`config.mk`:
```
export PLATFORM = sky130hd
export DESIGN_NAME = spd_stop_ctrl
export DESIGN_NICKNAME = d
export VERILOG_FILES = /design/src/hw/spd_pkg.sv /design/src/hw/spd_stop_ctrl.sv
export SDC_FILE = /design/constraint.sdc
export NUM_CORES = 1
export LEC_CHECK = 0
export BUFFER_PORTS_ARGS = -buffer_cell sky130_fd_sc_hd__buf_4
export CAP_MARGIN = 0
export CORE_MARGIN = 2
export CORE_UTILIZATION = 45
export DETAILED_ROUTE_END_ITERATION = 8
export PLACE_DENSITY = 0.66
export SKIP_CTS_REPAIR_TIMING = 1
export SYNTH_ARGS = -nofsm -noshare
export SYNTH_HDL_FRONTEND = slang
export SYNTH_SLANG_ARGS = --single-unit
export TNS_END_PERCENT = 30
```
`constraint.sdc`:
```
create_clock -name sys_clk_i -period 3.5 [get_ports sys_clk_i]
set_input_delay 0.175 -clock sys_clk_i [delete_from_list [all_inputs] [get_ports sys_clk_i]]
set_output_delay 0.175 -clock sys_clk_i [all_outputs]
set_load 0.01 [all_outputs]
```
`src/hw/spd_pkg.sv`:
```
// Constants, register map and state encoding of the stop mode power-down controller
package spd_pkg;

  // ****************************************
  // Register map
  // ****************************************
  localparam logic [7:0] SPD_ADDR_KEY = 8'h00;
  localparam logic [7:0] SPD_ADDR_CLKCTRL = 8'h01;
  localparam logic [7:0] SPD_ADDR_STAB = 8'h02;
  localparam logic [7:0] SPD_ADDR_STATUS = 8'h03;

  // ****************************************
  // Reset values and key codes
  // ****************************************
  localparam logic [7:0] SPD_KEY_VALUE = 8'hA5;
  localparam logic [7:0] SPD_KEY_RESET = 8'h00;
  localparam logic [7:0] SPD_HALT_OPCODE = 8'h7F;
  localparam logic [7:0] SPD_CLKCTRL_RESET = 8'h00;
  localparam logic [7:0] SPD_STAB_RESET = 8'h00;
  localparam logic [15:0] SPD_BOOT_VECTOR = 16'h0100;

  // ****************************************
  // Clock divider field
  // ****************************************
  localparam int SPD_CLKDIV_LSB = 3;
  localparam int SPD_CLKDIV_MSB = 4;
  localparam logic [1:0] SPD_CLKDIV_SLOW = 2'h0;

  // ****************************************
  // Wake cause codes
  // ****************************************
  localparam logic [1:0] SPD_CAUSE_NONE = 2'h0;
  localparam logic [1:0] SPD_CAUSE_RESET = 2'h1;
  localparam logic [1:0] SPD_CAUSE_IRQ = 2'h2;

  // ****************************************
  // Controller states
  // ****************************************
  typedef enum logic [4:0] {
    SPD_RUN = 5'h01,
    SPD_STOP = 5'h02,
    SPD_RST_HOLD = 5'h04,
    SPD_STAB_RST = 5'h08,
    SPD_STAB_IRQ = 5'h10
  } spd_state_t;

endpackage : spd_pkg

```
`src/hw/spd_stop_ctrl.sv`:
```
// Stop mode power-down controller: entry on keyed halt, exit on reset pin or interrupt
`timescale 1ns/1ps
module spd_stop_ctrl
  import spd_pkg::*;
#(
  parameter int WAKE_LINES = 16,
  parameter int STAB_UNIT_CYC = 16
) (
  input wire logic sys_clk_i,
  input wire logic rst_b_i,
  input wire logic [7:0] reg_addr_i,
  input wire logic [7:0] reg_wdata_i,
  input wire logic reg_wr_i,
  input wire logic reg_rd_i,
  output logic [7:0] reg_rdata_o,
  input wire logic opcode_valid_i,
  input wire logic [7:0] opcode_i,
  input wire logic external_reset_pin_i,
  input wire logic [WAKE_LINES-1:0] external_wake_interrupt_lines_i,
  input wire logic internal_irq_i,
  output logic cpu_halt_o,
  output logic periph_halt_o,
  output logic osc_enable_o,
  output logic osc_pins_ground_o,
  output logic regfile_hold_o,
  output logic ctrl_reg_reset_o,
  output logic [1:0] clk_div_sel_o,
  output logic boot_fetch_o,
  output logic [15:0] fetch_addr_o,
  output logic wake_service_o
);

  // ****************************************
  // Elaboration checks
  // ****************************************
  localparam int SYNC_W = WAKE_LINES + 1;
  localparam int STAB_W = 14;

  if (WAKE_LINES < 1 || WAKE_LINES > 16) begin : g_bad_lines
    $error("WAKE_LINES must be 1 to 16");
  end
  if (STAB_UNIT_CYC < 1 || STAB_UNIT_CYC > 32) begin : g_bad_unit
    $error("STAB_UNIT_CYC must be 1 to 32");
  end

  // ****************************************
  // Pin synchronisers, three stages with agreement filter
  // ****************************************
  logic [SYNC_W-1:0] sync_s1;
  logic [SYNC_W-1:0] sync_s2;
  logic [SYNC_W-1:0] sync_s3;
  logic [SYNC_W-1:0] sync_filt;
  logic [SYNC_W-1:0] sync_agree;

  // Reset pin idles high and wake lines idle low, so no false edge follows reset
  localparam logic [SYNC_W-1:0] SYNC_IDLE = {1'b1, {WAKE_LINES{1'b0}}};

  assign sync_agree = ~(sync_s2 ^ sync_s3);

  always_ff @(posedge sys_clk_i or negedge rst_b_i) begin
    if (!rst_b_i) begin
      sync_s1 <= SYNC_IDLE;
      sync_s2 <= SYNC_IDLE;
      sync_s3 <= SYNC_IDLE;
      sync_filt <= SYNC_IDLE;
    end else begin
      sync_s1 <= {external_reset_pin_i, external_wake_interrupt_lines_i};
      sync_s2 <= sync_s1;
      sync_s3 <= sync_s2;
      sync_filt <= (sync_s3 & sync_agree) | (sync_filt & ~sync_agree);
    end
  end

  logic pin_high;
  logic ext_wake;
  logic any_wake;

  assign pin_high = sync_filt[WAKE_LINES];
  assign ext_wake = |sync_filt[WAKE_LINES-1:0];
  assign any_wake = ext_wake | internal_irq_i;

  // ****************************************
  // State machine
  // ****************************************
  spd_state_t state;
  spd_state_t next_state;
  logic [7:0] stop_key_reg;
  logic [7:0] clock_divider_ctrl_reg;
  logic [7:0] stab_time_reg;
  logic [STAB_W-1:0] stab_cnt;
  logic [STAB_W-1:0] stab_load;
  logic halt_seen;
  logic key_ok;

  assign halt_seen = opcode_valid_i && (opcode_i == SPD_HALT_OPCODE);
  assign key_ok = (stop_key_reg == SPD_KEY_VALUE);
  assign stab_load = STAB_W'((16'(stab_time_reg) + 16'h0001) * 16'(STAB_UNIT_CYC) - 16'h0001);

  always_comb begin
    next_state = state;
    unique case (state)
      SPD_RUN: begin
        if (!pin_high) begin
          next_state = SPD_RST_HOLD;
        end else if (halt_seen && key_ok) begin
          next_state = SPD_STOP;
        end
      end
      SPD_STOP: begin
        if (!pin_high) begin
          next_state = SPD_RST_HOLD;
        end else if (any_wake) begin
          next_state = SPD_STAB_IRQ;
        end
      end
      SPD_RST_HOLD: begin
        if (pin_high) begin
          next_state = SPD_STAB_RST;
        end
      end
      SPD_STAB_RST: begin
        if (!pin_high) begin
          next_state = SPD_RST_HOLD;
        end else if (stab_cnt == '0) begin
          next_state = SPD_RUN;
        end
      end
      SPD_STAB_IRQ: begin
        if (!pin_high) begin
          next_state = SPD_RST_HOLD;
        end else if (stab_cnt == '0) begin
          next_state = SPD_RUN;
        end
      end
      default: begin
        next_state = SPD_RUN;
      end
    endcase
  end

  always_ff @(posedge sys_clk_i or negedge rst_b_i) begin
    if (!rst_b_i) begin
      state <= SPD_RUN;
    end else begin
      state <= next_state;
    end
  end

  // Stabilisation counter, loaded as the wait begins
  always_ff @(posedge sys_clk_i or negedge rst_b_i) begin
    if (!rst_b_i) begin
      stab_cnt <= '0;
    end else if ((next_state == SPD_STAB_RST || next_state == SPD_STAB_IRQ) &&
                 next_state != state) begin
      stab_cnt <= stab_load;
    end else if (stab_cnt != '0) begin
      stab_cnt <= stab_cnt - STAB_W'(1);
    end
  end

  // ****************************************
  // Registers
  // ****************************************
  logic exit_stop;
  logic wr_key;
  logic wr_clk;
  logic wr_stab;
  logic [1:0] wake_cause;

  assign exit_stop = (state == SPD_STOP) && (next_state != SPD_STOP);
  assign wr_key = reg_wr_i && (reg_addr_i == SPD_ADDR_KEY);
  assign wr_clk = reg_wr_i && (reg_addr_i == SPD_ADDR_CLKCTRL);
  assign wr_stab = reg_wr_i && (reg_addr_i == SPD_ADDR_STAB);

  always_ff @(posedge sys_clk_i or negedge rst_b_i) begin
    if (!rst_b_i) begin
      stop_key_reg <= SPD_KEY_RESET;
    end else if (exit_stop || state == SPD_RST_HOLD) begin
      stop_key_reg <= SPD_KEY_RESET;
    end else if (wr_key) begin
      stop_key_reg <= reg_wdata_i;
    end
  end

  always_ff @(posedge sys_clk_i or negedge rst_b_i) begin
    if (!rst_b_i) begin
      clock_divider_ctrl_reg <= SPD_CLKCTRL_RESET;
      stab_time_reg <= SPD_STAB_RESET;
    end else if (state == SPD_RST_HOLD) begin
      clock_divider_ctrl_reg <= SPD_CLKCTRL_RESET;
      stab_time_reg <= SPD_STAB_RESET;
    end else if (state == SPD_RUN) begin
      if (wr_clk) begin
        clock_divider_ctrl_reg <= reg_wdata_i;
      end
      if (wr_stab) begin
        stab_time_reg <= reg_wdata_i;
      end
    end
  end

  always_ff @(posedge sys_clk_i or negedge rst_b_i) begin
    if (!rst_b_i) begin
      wake_cause <= SPD_CAUSE_NONE;
    end else if (next_state == SPD_STAB_RST && state == SPD_RST_HOLD) begin
      wake_cause <= SPD_CAUSE_RESET;
    end else if (exit_stop && next_state == SPD_STAB_IRQ) begin
      wake_cause <= SPD_CAUSE_IRQ;
    end
  end

  always_ff @(posedge sys_clk_i or negedge rst_b_i) begin
    if (!rst_b_i) begin
      reg_rdata_o <= 8'h00;
    end else if (reg_rd_i) begin
      unique case (reg_addr_i)
        SPD_ADDR_KEY: reg_rdata_o <= stop_key_reg;
        SPD_ADDR_CLKCTRL: reg_rdata_o <= clock_divider_ctrl_reg;
        SPD_ADDR_STAB: reg_rdata_o <= stab_time_reg;
        SPD_ADDR_STATUS: reg_rdata_o <= {1'b0, wake_cause, state};
        default: reg_rdata_o <= 8'h00;
      endcase
    end else begin
      reg_rdata_o <= 8'h00;
    end
  end

  // ****************************************
  // Outputs
  // ****************************************
  assign cpu_halt_o = (state != SPD_RUN);
  assign periph_halt_o = (state != SPD_RUN);
  assign osc_enable_o = (state != SPD_STOP);
  assign osc_pins_ground_o = (state == SPD_STOP);
  assign regfile_hold_o = (state != SPD_RUN);
  assign ctrl_reg_reset_o = (state == SPD_RST_HOLD);
  assign clk_div_sel_o = clock_divider_ctrl_reg[SPD_CLKDIV_MSB:SPD_CLKDIV_LSB];

  always_ff @(posedge sys_clk_i or negedge rst_b_i) begin
    if (!rst_b_i) begin
      boot_fetch_o <= 1'b0;
      wake_service_o <= 1'b0;
      fetch_addr_o <= 16'h0000;
    end else begin
      boot_fetch_o <= (state == SPD_STAB_RST) && (next_state == SPD_RUN);
      wake_service_o <= (state == SPD_STAB_IRQ) && (next_state == SPD_RUN);
      fetch_addr_o <= SPD_BOOT_VECTOR;
    end
  end

  // ****************************************
  // Assertions
  // ****************************************
  a_keyed_entry: assert property (@(posedge sys_clk_i) disable iff (!rst_b_i)
    (state == SPD_RUN && pin_high && halt_seen && key_ok) |=> (state == SPD_STOP))
    else $error("keyed halt did not enter stop");

  a_unkeyed_halt: assert property (@(posedge sys_clk_i) disable iff (!rst_b_i)
    (state == SPD_RUN && halt_seen && !key_ok) |=> (state != SPD_STOP))
    else $error("halt without key entered stop");

  a_stop_frozen: assert property (@(posedge sys_clk_i) disable iff (!rst_b_i)
    (state == SPD_STOP) |-> (cpu_halt_o && periph_halt_o && !osc_enable_o))
    else $error("something still runs in stop");

  a_regfile_kept: assert property (@(posedge sys_clk_i) disable iff (!rst_b_i)
    (state == SPD_STOP) |-> (regfile_hold_o && !ctrl_reg_reset_o))
    else $error("register file not held in stop");

  a_stop_exit_only: assert property (@(posedge sys_clk_i) disable iff (!rst_b_i)
    (state == SPD_STOP && pin_high && !any_wake) |=> (state == SPD_STOP))
    else $error("stop left without cause");

  a_reset_div: assert property (@(posedge sys_clk_i) disable iff (!rst_b_i)
    (state == SPD_RST_HOLD) |=> (clk_div_sel_o == SPD_CLKDIV_SLOW && !boot_fetch_o))
    else $error("reset did not clear divider");

  a_boot_vector: assert property (@(posedge sys_clk_i) disable iff (!rst_b_i)
    boot_fetch_o |-> (fetch_addr_o == SPD_BOOT_VECTOR && $past(state) == SPD_STAB_RST))
    else $error("boot fetch wrong");

  a_irq_keep_div: assert property (@(posedge sys_clk_i) disable iff (!rst_b_i)
    (state == SPD_STOP && pin_high && any_wake) |=>
      ($stable(clk_div_sel_o) && state == SPD_STAB_IRQ) ##1 $stable(clk_div_sel_o))
    else $error("interrupt exit changed divider");

  a_key_cleared: assert property (@(posedge sys_clk_i) disable iff (!rst_b_i)
    exit_stop |=> (stop_key_reg == SPD_KEY_RESET))
    else $error("key survived exit");

  a_stab_wait: assert property (@(posedge sys_clk_i) disable iff (!rst_b_i)
    (state == SPD_STAB_IRQ && stab_cnt != '0 && pin_high) |=> (state == SPD_STAB_IRQ))
    else $error("stabilisation wait cut short");

  a_service_after: assert property (@(posedge sys_clk_i) disable iff (!rst_b_i)
    wake_service_o |-> ($past(state) == SPD_STAB_IRQ && state == SPD_RUN))
    else $error("wake service out of place");

  a_pins_ground: assert property (@(posedge sys_clk_i) disable iff (!rst_b_i)
    $rose(osc_pins_ground_o) |-> ($past(state) == SPD_RUN))
    else $error("pins grounded outside stop entry");

  a_run_stays: assert property (@(posedge sys_clk_i) disable iff (!rst_b_i)
    (state == SPD_RUN && pin_high && !halt_seen) |=> (state == SPD_RUN))
    else $error("run left without halt or reset");

  a_hold_until_pin: assert property (@(posedge sys_clk_i) disable iff (!rst_b_i)
    (state == SPD_RST_HOLD && !pin_high) |=> (state == SPD_RST_HOLD))
    else $error("reset hold left while pin low");

  a_hold_clears: assert property (@(posedge sys_clk_i) disable iff (!rst_b_i)
    (state == SPD_RST_HOLD) |=> (stop_key_reg == SPD_KEY_RESET && stab_time_reg == SPD_STAB_RESET))
    else $error("reset hold kept control values");

  a_reset_wait: assert property (@(posedge sys_clk_i) disable iff (!rst_b_i)
    (state == SPD_STAB_RST && stab_cnt != '0 && pin_high) |=> (state == SPD_STAB_RST))
    else $error("reset stabilisation wait cut short");

  a_ctrl_held: assert property (@(posedge sys_clk_i) disable iff (!rst_b_i)
    (state != SPD_RUN && state != SPD_RST_HOLD) |=>
      ($stable(clock_divider_ctrl_reg) && $stable(stab_time_reg)))
    else $error("control register changed while halted");

  a_pulse_single: assert property (@(posedge sys_clk_i) disable iff (!rst_b_i)
    (boot_fetch_o || wake_service_o) |=> !(boot_fetch_o || wake_service_o))
    else $error("resume pulse longer than one cycle");

endmodule : spd_stop_ctrl

```
==> Word-level counts from Yosys, hierarchy flattened <==
Cells that the tools add are included.
{ "op_classes": {"n_addsub": 3, "eq_ne": 17, "n_mux": 22, "n_bitwise": 7, "n_reduce_logical": 26} }
{ "ops": {"columns": ["operator", "count"], "rows": [
  ["2-to-1 mux 8 bit", 9],
  ["2-to-1 mux 5 bit", 7],
  ["bitwise AND 17 bit", 2],
  ["inverter 17 bit", 2],
  ["case mux 8 bit (4 select lines)", 1],
  ["2-to-1 mux 14 bit", 2],
  ["case mux 5 bit (4 select lines)", 1],
  ["OR 17 bit", 1],
  ["bitwise XOR 17 bit", 1],
  ["equality test 8 x 2 -> 1 bit, second input constant", 2],
  ["OR reduction 16 bit", 1],
  ["logical NOT 14 bit", 1],
  ["nonzero test 14 bit", 1],
  ["subtractor 13 x 1 -> 14 bit, second input constant", 1],
  ["subtractor 14 x 1 -> 14 bit, second input constant", 1],
  ["nonzero test 2 bit", 6],
  ["logical AND 1 bit", 11],
  ["equality test 5 x 1 -> 1 bit, second input constant", 2],
  ["equality test 5 x 4 -> 1 bit, second input constant", 2],
  ["equality test 5 bit, second input constant", 2],
  ["!= test 5 x 2 -> 1 bit, second input constant", 2],
  ["adder 8 x 1 -> 9 bit, second input constant", 1],
  ["equality test 8 x 1 -> 1 bit, second input constant", 1],
  ["equality test 8 x 7 -> 1 bit, second input constant", 1],
  ["11 further kinds", 14]
]} }
{ "word_totals": {"register_bits": 124, "in_bits": 47, "wordCells": 89} }

==> Logic depth before layout (Yosys ltp) <==
Gate-level depths: netlist (run 1).
{ "depth": {"ltp_word": 11, "ltp_mapped": 8, "ltp_nobuf": 7} }

==> Least setup slack after synthesis (run 1) <==
Ideal clock, no wire load.
{ "synth_timing": {"path_kind": "reg-to-reg", "startpoint": "register stab_time_reg[1]", "endpoint": "register stab_cnt[11]", "arrival_time_ns": 2.132, "required_ns": 3.378, "slack_ns": 1.246, "path_stages_with_launch": 7, "n_path_buf": 0, "period_less_slack_ns": 2.254, "path_cell_list": "dfrtp_1 > ha_1 > or4_1 > a211o_1 > o32a_1 > or3_1 > a32o_1"} }
{ "synth_between": {"elab_chain_cells": 3} }
{ "synth_lines": {"columns": ["element", "line", "source"], "rows": [
  ["from (decl)", "spd_stop_ctrl.sv:89", "logic [7:0] stab_time_reg;"],
  ["from (signal assigned)", "spd_stop_ctrl.sv:197", "stab_time_reg <= reg_wdata_i;"],
  ["adder 8 x 1 -> 9 bit", "spd_stop_ctrl.sv:97", "assign stab_load = STAB_W'((16'(stab_time_reg) + 16'h0001) * 16'(STAB_UNIT_CYC) - 16'h0001);"],
  ["subtractor 13 x 1 -> 14 bit", "spd_stop_ctrl.sv:97", null],
  ["2-to-1 mux 14 bit", "spd_stop_ctrl.sv:153", "end else if ((next_state == SPD_STAB_RST || next_state == SPD_STAB_IRQ) &&"],
  ["to (signal assigned)", "spd_stop_ctrl.sv:155", "stab_cnt <= stab_load;"],
  ["to (signal assigned)", "spd_stop_ctrl.sv:157", "stab_cnt <= stab_cnt - STAB_W'(1);"],
  ["to (decl)", "spd_stop_ctrl.sv:90", "logic [STAB_W-1:0] stab_cnt;"]
]} }
Every way passes these cells.
A chain may end at the register's enable or synchronous reset.

==> Worst setup path after layout (run 1) <==
{ "layout_timing": {"startpoint": "register state[3]", "endpoint": "output port ctrl_reg_reset_o"} }
{ "layout_between": {"elab_chain_cells": 1} }
{ "layout_lines": {"columns": ["element", "line", "source"], "rows": [
  ["from (decl)", "spd_stop_ctrl.sv:85", "spd_state_t state;"],
  ["from (signal assigned)", "spd_stop_ctrl.sv:145", "state <= next_state;"],
  ["equality test 5 x 3 -> 1 bit", "spd_stop_ctrl.sv:236", "assign ctrl_reg_reset_o = (state == SPD_RST_HOLD);"],
  ["to (decl)", "spd_stop_ctrl.sv:26", "output logic ctrl_reg_reset_o,"]
]} }
Every way passes these cells.

==> impl_results.md, run 1 <==
- Largest cells by area after synthesis: dfrtp_1, nand2_1, maj3_1
- Nets: 589
- CP Class: reg2out
- Remaining Overflow, GRT: 0
- Synthesis-to-layout area growth: 26.50%
- FMAX: 414.2 MHz
- Layout cell share with drive strength beyond 1: 21.70%
- First-pass GRT wire length: 17.85 mm
- Post-DP Area: 0.005722 sq mm
- Routed WL per cell: 15.32 um
- Tmin final: 2.414 ns
- Critical Path AT: 2.24 ns
- Area of the multi-input gates: 0.001869 sq mm
- Initial Utilization: 45.67%
- Core Region: 0.01132 sq mm
- H-tree levels: 4
- Status: finished, final reports clean
- # port buffers: 65
- Final Setup Violations: 0
- Relative slew slack: 39.99%
- Area leader, netlist: dfrtp_1
- Worst-case reg-to-reg path depth: 7
- Synth Cell Area: 0.005170 sq mm
- Slew Viols, Final: 0
- Count of cell types in the netlist: 59
- Drt initial violations: 268
- Sequential Area: 0.003109 sq mm
- Startpoint Class: register
- DR pass1 iterations: 4
- Die width: 111.2 um
- GP Congestion: 0.8206
- Worst Hold Endpoint: clock_divider_ctrl_reg[6]
- Max Cap Violations: 0
- Hold crit path type: in2reg
- Bufs on Longest Clock Path: 2
- Reg clk slew, reported paths: 0.06 ns
- Routed wire length: 10.66 mm
- Leading cell types by count after synthesis: dfrtp_1, nand2_1, nor2_1
- R2r startpoint: stab_cnt[0]
- Pleak: 2.971 nW
- CTS Sinks: 124
- Final instance area: 0.006540 sq mm
- Vias per inst: 5.129
- Pwr dens: 641.4 mW/mm^2
- Total GRT Usage: 18.35%
- Synthesized area per cell: 11.39 sq um
- Sequential area share after synthesis: 60.14%
- EDFF count, synth: 0
- Routed Antenna Nets: 0
- R2R Setup Slk: 1.12 ns
- Largest net degree at the start of global routing: 125
- Post-synth top flop: dfrtp_1
- CTS tree: yes
- Part of the cycle the worst path needs: 68.97%
- Detailed Place HPWL: 7.092 mm
- Clock skew: 0.007969 ns
- FF-to-FF End: state[1]
- Most instantiated library cell after synthesis: dfrtp_1
- Clock root cell: clkbuf_16
- Worst path required time: 3.32 ns
- Die area: 0.01236 sq mm
- Yosys reg bits: 124
- Initial antenna violation count: 0
- Share of the synthesized area in the top cell type: 57.60%
- FILL cells: 948
- Via count: 3570
- CP max FO: 17
- RSZ-0062 raised after global routing: false
- Worst vdd ir: 463.4 uV
- Clk Latency, worst-skew pair: 0.41 ns
- Chip Height: 111.2 um
- Drt drc: 0
- Total CTS buffers: 17
- Number of global-route vias before repair: 3586
- Cell Rows: 39
- Ant diodes: 0
- Hold path start: reg_wdata_i[6]
- Setup TNS after final layout: 0 ns
- Mapped Cells: 454
- Actual slew at the worst max-slew pin: 0.8983 ns
- Asr flop ratio synth: 100.0%
- Endpoints failing hold: 0
- Worst hold stages: 3
- Ports: 81
- Endpoint class of the critical path: output port
- Yosys warns: 0
[how the worst max path moves through the flow]
stage | startpoint | to | slack [ns]
detailed placement | stab_cnt[0] | state[1] | 1.14
floorplan | stab_time_reg[1] | stab_cnt[11] | 1.25
global route | stab_cnt[0] | wake_service_o | 0.79
global placement | stab_time_reg[1] | stab_cnt[11] | 1.19
CTS | state[3] | ctrl_reg_reset_o | 1.03
finish | state[3] | ctrl_reg_reset_o | 1.09
[through the flow]
stage	hold slack (ns)	worst slack (ns)	utilization, %	power, mW	instances
4_1_cts	-0.1474	1.034	55.91	4.208	675
6_report	0.001601	1.086	57.77	4.195	696
3_3_place_gp	0.2845	1.192	50.54	2.396	643
5_1_grt	0.001407	0.7882	57.77	4.411	696
2_1_floorplan	-0.1206	1.246	-	2.197	468
3_5_place_dp	0.2845	1.137	50.54	2.412	643
[logic make-up (layout without fill, tap and decap cells)]
family | Yosys count | in the layout | synth area share, %
buf+inv | 45 | 130 | 4.840
simple gates | 160 | 160 | 15.27
other cells | 2 | 16 | 0.1453
mux | 20 | 20 | 4.017
flops | 124 | 124 | 60.14
fa+ha+maj | 19 | 19 | 3.775
compound gates | 68 | 68 | 9.100
xor+xnor | 16 | 16 | 2.710
[critical path, cell delays in order, from the launching register on]
cell and delay (ns):
dfrtp_1 0.48, nor3_1 0.33, nand3b_1 0.56, inv_1 0.30, buf_4 0.16
[layout by cell type, fill, tap and decap left out, drive strengths merged, types with 14 or more instances in the layout]
cell,instances
dfrtp,119
clkbuf,19
conb,16
mux2i,14
dlygate4sd3,21
buf,70
maj3,17
nor2,41
nand2,54
o21ai,22
[per-layer routing]
| layer | vias up | part of all wire, % | GRT usage (%) |
|---|---|---|---|
| met5 | - | 0 | 0 |
| met4 | 0 | 1.0 | 6.502 |
| met3 | 9 | 4.9 | 5.905 |
| met2 | 86 | 47 | 27.44 |
| met1 | 1741 | 47 | 25.34 |
| li1 | 1734 | - | - |
[where the power goes]
part	leakage (nW)	switching (mW)	internal, mW
clock	0.291	0.640	1.14
sequential	1.54	0.154	1.60
combinational	1.14	0.347	0.312
[area by class of cell]
cell class | instances | share of cell area [%]
inverter | 7 | 0.4018
timing repair buffer | 91 | 11.44
clock buffer | 19 | 6.773
sequential | 124 | 47.54
clock inverter | 13 | 2.525
multi-input combinational | 299 | 28.58
tap | 143 | 2.736
Power figures use the tool's default switching activity.
==> inputs of run 2 (changes only) <==
==> constraint.sdc (replaced) <==
create_clock -name sys_clk_i -period 2.3 [get_ports sys_clk_i]
set_input_delay 0.115 -clock sys_clk_i [delete_from_list [all_inputs] [get_ports sys_clk_i]]
set_output_delay 0.115 -clock sys_clk_i [all_outputs]
set_load 0.01 [all_outputs]
==> run 2 against run 1 <==
  * Sequential share of layout area fell by 1.4 points
  * Largest power group unchanged
  * Count of clock-buffer cells in the layout rose by 2
  * Final area rose by 3.0%
  * Setup slack got worse by 1.0 ns
==> impl_results.md, run 2 (synthesized netlist as in run 1, its figures left out) <==
- Relative slew slack: 56.36%
- Startpoint Class: register
- Max Cap Violations: 0
- Initial antenna violation count: 0
- Switch Pwr: 1.755 mW
- Ant diodes: 0
- Status: finished, final reports clean
- Part of the cycle the worst path needs: 96.50%
- Pint: 4.846 mW
- Area of the multi-input gates: 0.001876 sq mm
- Core Region: 0.01132 sq mm
- GP Congestion: 0.8547
- Ports: 81
- Worst Setup EP: stab_cnt[11]
- Total GRT Usage: 18.11%
- CP max FO: 3
- Clock skew: 0.009602 ns
- Worst path required time: 2.60 ns
- FILL cells: 940
- Via count: 3720
- Total power: 6.601 mW
- RSZ-0062 raised after global routing: false
- Pleak: 3.080 nW
- Finished Core Util: 59.49%
- Worst-case reg-to-reg path depth: 6
- Layout cell share with drive strength beyond 1: 23.47%
- Die width: 111.2 um
- Detailed Place HPWL: 7.248 mm
- Hold crit path type: in2async
- Routed WL per cell: 15.56 um
- Chip Height: 111.2 um
- Total CTS buffers: 17
- Drt drc: 0
- Power share of the sequential group: 40.6%
- FMAX: 450.6 MHz
- Clock root cell: clkbuf_16
- Final instance area: 0.006735 sq mm
- Remaining Overflow, GRT: 0
- Tmin final: 2.219 ns
- Critical Path AT: 2.52 ns
- Commonest cells after routing, fill and taps aside: dfrtp_1, buf_4, nand2_1
- Routed Antenna Nets: 0
- Clk Latency, worst-skew pair: 0.41 ns
- Sw Ratio: 26.58%
- Endpoints failing hold: 0
- Setup TNS after final layout: 0 ns
- H-tree levels: 4
- Bufs on Longest Clock Path: 2
- Vias per inst: 5.210
- Reg clk slew, reported paths: 0.06 ns
- FF-to-FF End: stab_cnt[11]
- Nets: 607
- CTS tree: yes
- Drt initial violations: 294
- Endpoint class of the critical path: register
- Final Setup Violations: 0
- R2r startpoint: stab_time_reg[1]
- CP startpoint: stab_time_reg[1]
- Post-DP Area: 0.005819 sq mm
- Initial Utilization: 45.67%
- Slew Viols, Final: 0
- CP Class: reg2reg
- Pwr dens: 980.0 mW/mm^2
- Number of global-route vias before repair: 3607
- Synthesis-to-layout area growth: 30.28%
- Actual slew at the worst max-slew pin: 0.6464 ns
- Routed wire length: 11.11 mm
- Combinational Power Share: 15.7%
- First-pass GRT wire length: 17.70 mm
- R2R Setup Slk: 0.08 ns
- Sequential Area: 0.003109 sq mm
- Largest net degree at the start of global routing: 69
- # port buffers: 65
- Commonest non-fill, non-tap cell in the layout: dfrtp_1
- Clock share of power: 43.8%
- Die area: 0.01236 sq mm
- CTS Sinks: 124
- Cell Rows: 39
- DR pass1 iterations: 7
- Worst vdd ir: 553.3 uV
[run 2: cell count changes in the layout (fill, tap and decap cells not counted)]
cell | before | now
a2111oi_1 | 0 | 1
clkinv_2 | 3 | 0
clkbuf_8 | 1 | 3
bufinv_16 | 3 | 4
inv_6 | 1 | 3
a2111oi_0 | 3 | 2
nor3_1 | 10 | 9
inv_8 | 1 | 0
nor3_2 | 1 | 2
dlygate4sd3_1 | 21 | 26
clkinvlp_4 | 3 | 2
buf_4 | 69 | 82
[run 2: stage by stage]
stage	std cells	worst slack (ns)	hold slack [ns]
after floorplan	468	0.04607	-0.1806
after global placement	656	0.1326	-0.05658
after detailed placement	656	0.09696	-0.05052
after CTS	688	0.07280	-0.4862
after global routing	714	0.01233	0.07329
final	714	0.08061	0.06755
[run 2: final cells by class]
| cell class | instances | area share, % |
|---|---|---|
| clock inverters | 11 | 2.657 |
| clock buffers | 21 | 6.985 |
| well taps | 143 | 2.657 |
| inverters | 7 | 0.3901 |
| multi-input cells | 299 | 27.85 |
| flip-flops and latches | 124 | 46.16 |
| repair buffers | 109 | 13.30 |
[run 2: worst min-delay path by stage]
stage | startpoint | to | slack (ns) | cells after the start
6_report | rst_b_i | fetch_addr_o[8] | 0.07 | 2
5_1_grt | rst_b_i | fetch_addr_o[8] | 0.07 | 2
4_1_cts | rst_b_i | fetch_addr_o[8] | -0.49 | 1
3_5_place_dp | rst_b_i | sync_s1[2] | -0.05 | 1
3_3_place_gp | rst_b_i | fetch_addr_o[8] | -0.06 | 1
2_1_floorplan | rst_b_i | asynchronous set/reset pin | -0.18 | 0
[run 2: power groups by stage]
| stage | registers (mW) | logic [mW] | clock network (mW) |
|---|---|---|---|
| 2_1_floorplan | 2.60 | 0.746 | 0 |
| 3_3_place_gp | 2.69 | 0.971 | 0 |
| 3_5_place_dp | 2.70 | 0.985 | 0 |
| 4_1_cts | 2.67 | 0.999 | 2.93 |
| 5_1_grt | 2.72 | 1.15 | 3.05 |
| 6_report | 2.68 | 1.03 | 2.89 |
[run 2: per-layer routing]
layer / vias to the layer above / routed length (um) / global-route usage, %
li1: 1767 / - / -
met1: 1819 / 5029 / 24.51
met2: 114 / 5358 / 27.80
met3: 20 / 528 / 5.139
met4: 0 / 194 / 7.160
met5: - / 0 / 0
[run 2: worst max-delay path, stage by stage, from the launching register on]
cell and delay, ns:
dfrtp_1 0.38, ha_1 0.20, or4_1 0.40, a211o_1 0.33
o32a_1 0.19, or3_1 0.35, a32o_1 0.26
==> inputs of run 3 (changes only) <==
--- a/config.mk
+++ b/config.mk
@@ -7,6 +7,7 @@
 export LEC_CHECK = 0
 export BUFFER_PORTS_ARGS = -buffer_cell sky130_fd_sc_hd__buf_4
 export CAP_MARGIN = 0
+export CORE_ASPECT_RATIO = 2
 export CORE_MARGIN = 2
 export CORE_UTILIZATION = 45
 export DETAILED_ROUTE_END_ITERATION = 8
==> run 3 against run 2 <==
  * Count of clock-buffer cells in the layout shrank 3
  * Global-route usage grew 2.5 points
  * Sequential share of layout area grew 0.24 points
  * Clock skew is essentially flat
  * Utilization shrank 0.13 points
  * Highest routed layer unchanged
  * Total power shrank 3.2%
  * Clock power shrank 8.0%
  * Largest cell class unchanged
  * Cell count grew 0.14%
  * Die area grew 0.42%
==> impl_results.md, run 3 (synthesized netlist as in run 1, its figures left out) <==
- Vias per inst: 5.292
- Drt initial violations: 248
- Endpoints failing hold: 0
- Pleak: 3.076 nW
- Initial Utilization: 45.81%
- Die area: 0.01241 sq mm
- Startpoint Class: register
- Worst hold stages: 3
- Die width: 79.79 um
- R2R Setup Slk: 0.08 ns
- Part of the cycle the worst path needs: 96.71%
- Master of the slowest instance on the critical path: or4_1
- Largest net degree at the start of global routing: 54
- Crit path cell chain: ha_2, or4_1, a211o_1, o32a_1, or3_4, a32o_2
- Non-filler instance count after layout: 715
- Clock root cell: clkbuf_16
- Via count: 3784
- Actual slew at the worst max-slew pin: 0.6327 ns
- Synthesis-to-layout area growth: 29.60%
- Total power: 6.393 mW
- Worst vdd ir: 702.8 uV
- Total GRT Usage: 20.63%
- Max Cap Violations: 0
- Hold crit path type: in2reg
- Worst path required time: 2.59 ns
- Cell Rows: 55
- CP startpoint: stab_time_reg[1]
- CTS Sinks: 124
- Setup TNS after final layout: 0 ns
- Commonest non-fill, non-tap cell in the layout: dfrtp_1
- Ports: 81
- Nets: 609
- Clock skew: 0.009710 ns
- Detailed Place HPWL: 8.426 mm
- Tmin final: 2.224 ns
- Routed Antenna Nets: 0
- Critical Path AT: 2.51 ns
- Hold path start: reg_addr_i[1]
- RSZ-0062 raised after global routing: false
- Clk Latency, worst-skew pair: 0.41 ns
- DP Worst Slack: 0.09787 ns
- Core Region: 0.01129 sq mm
- R2r startpoint: stab_time_reg[1]
- GP Congestion: 0.8937
- Drt drc: 0
- Bufs on Longest Clock Path: 2
- CP Class: reg2reg
- FMAX: 449.6 MHz
- Routed wire length: 11.85 mm
- DR pass1 iterations: 5
- H-tree levels: 4
- Pwr dens: 954.1 mW/mm^2
- Placed Cells: 656
- # port buffers: 65
- CP max FO: 3
- CTS tree: yes
- FF-to-FF End: stab_cnt[11]
- Ant diodes: 0
- First-pass GRT wire length: 19.17 mm
- Commonest cells after routing, fill and taps aside: dfrtp_1, buf_4, nand2_1
- Endpoint class of the critical path: register
- Area of the multi-input gates: 0.001878 sq mm
- Layout cell share with drive strength beyond 1: 24.26%
- Relative slew slack: 57.29%
- Post-route setup slack: 0.07574 ns
- Chip Height: 155.6 um
- Remaining Overflow, GRT: 0
- Slew Viols, Final: 0
- Total CTS buffers: 17
- Status: finished, final reports clean
- Number of global-route vias before repair: 3904
- Sequential Area: 0.003109 sq mm
- Worst Hold Endpoint: reg_rdata_o[5]
- Critical path's largest stage delay: 0.40 ns
- Worst-case reg-to-reg path depth: 6
- Reg clk slew, reported paths: 0.06 ns
- Final Setup Violations: 0
- FILL cells: 951
- Routed WL per cell: 16.57 um
- Initial antenna violation count: 0
## run 3: changes by cell type in the layout (fill, tap and decap cells not counted), sizes merged
cell | before | now
clkinv | 2 | 6
bufinv | 4 | 2
inv | 10 | 12
buf | 83 | 85
clkbuf | 21 | 18
clkinvlp | 2 | 1
## run 3: worst max path at each step
stage,to
2_1_floorplan,stab_cnt[11]
3_3_place_gp,stab_cnt[11]
3_5_place_dp,stab_cnt[11]
4_1_cts,stab_cnt[11]
5_1_grt,stab_cnt[11]
6_report,stab_cnt[11]
## run 3: critical path: cells and delay by family, from the launching register on
kind | cells | cell delay, ns
simple gates | 2 | 0.77
flops | 1 | 0.38
compound gates | 3 | 0.77
fa+ha+maj | 1 | 0.19
## run 3: cell type report
cell class,count,area share (%)
clock inverter,14,2.372
tap,142,2.652
timing repair buffer,111,13.59
clock buffer,18,6.555
inverter,7,0.3922
multi-input combinational,299,28.03
sequential,124,46.41
## run 3: per-stage QoR
step / cell area, sq um / utilization, % / hold slack (ns)
2_1_floorplan: 5223 / - / -0.1806
3_5_place_dp: 5826 / 51.62 / 0.1251
4_1_cts: 6424 / 56.92 / -0.3186
5_1_grt: 6700 / 59.37 / 0.1111
6_report: 6700 / 59.37 / 0.08880
3_3_place_gp: 5826 / 51.62 / 0.1183
## run 3: routing by layer
metal	share of wire, %	vias up	track usage, %
met4	3.7	0	11.46
met3	3.8	32	4.225
li1	-	1777	-
met1	37	1847	21.89
met5	0	-	0
met2	56	128	37.13
## run 3: report_power, final
| part | total [mW] | switching [mW] | leakage, nW | internal [mW] |
|---|---|---|---|---|
| Clock | 2.66 | 1.02 | 0.294 | 1.65 |
| Combinational | 1.05 | 0.544 | 1.25 | 0.505 |
| Sequential | 2.68 | 0.246 | 1.54 | 2.43 |
| Total | 6.39 | 1.81 | 3.08 | 4.58 |
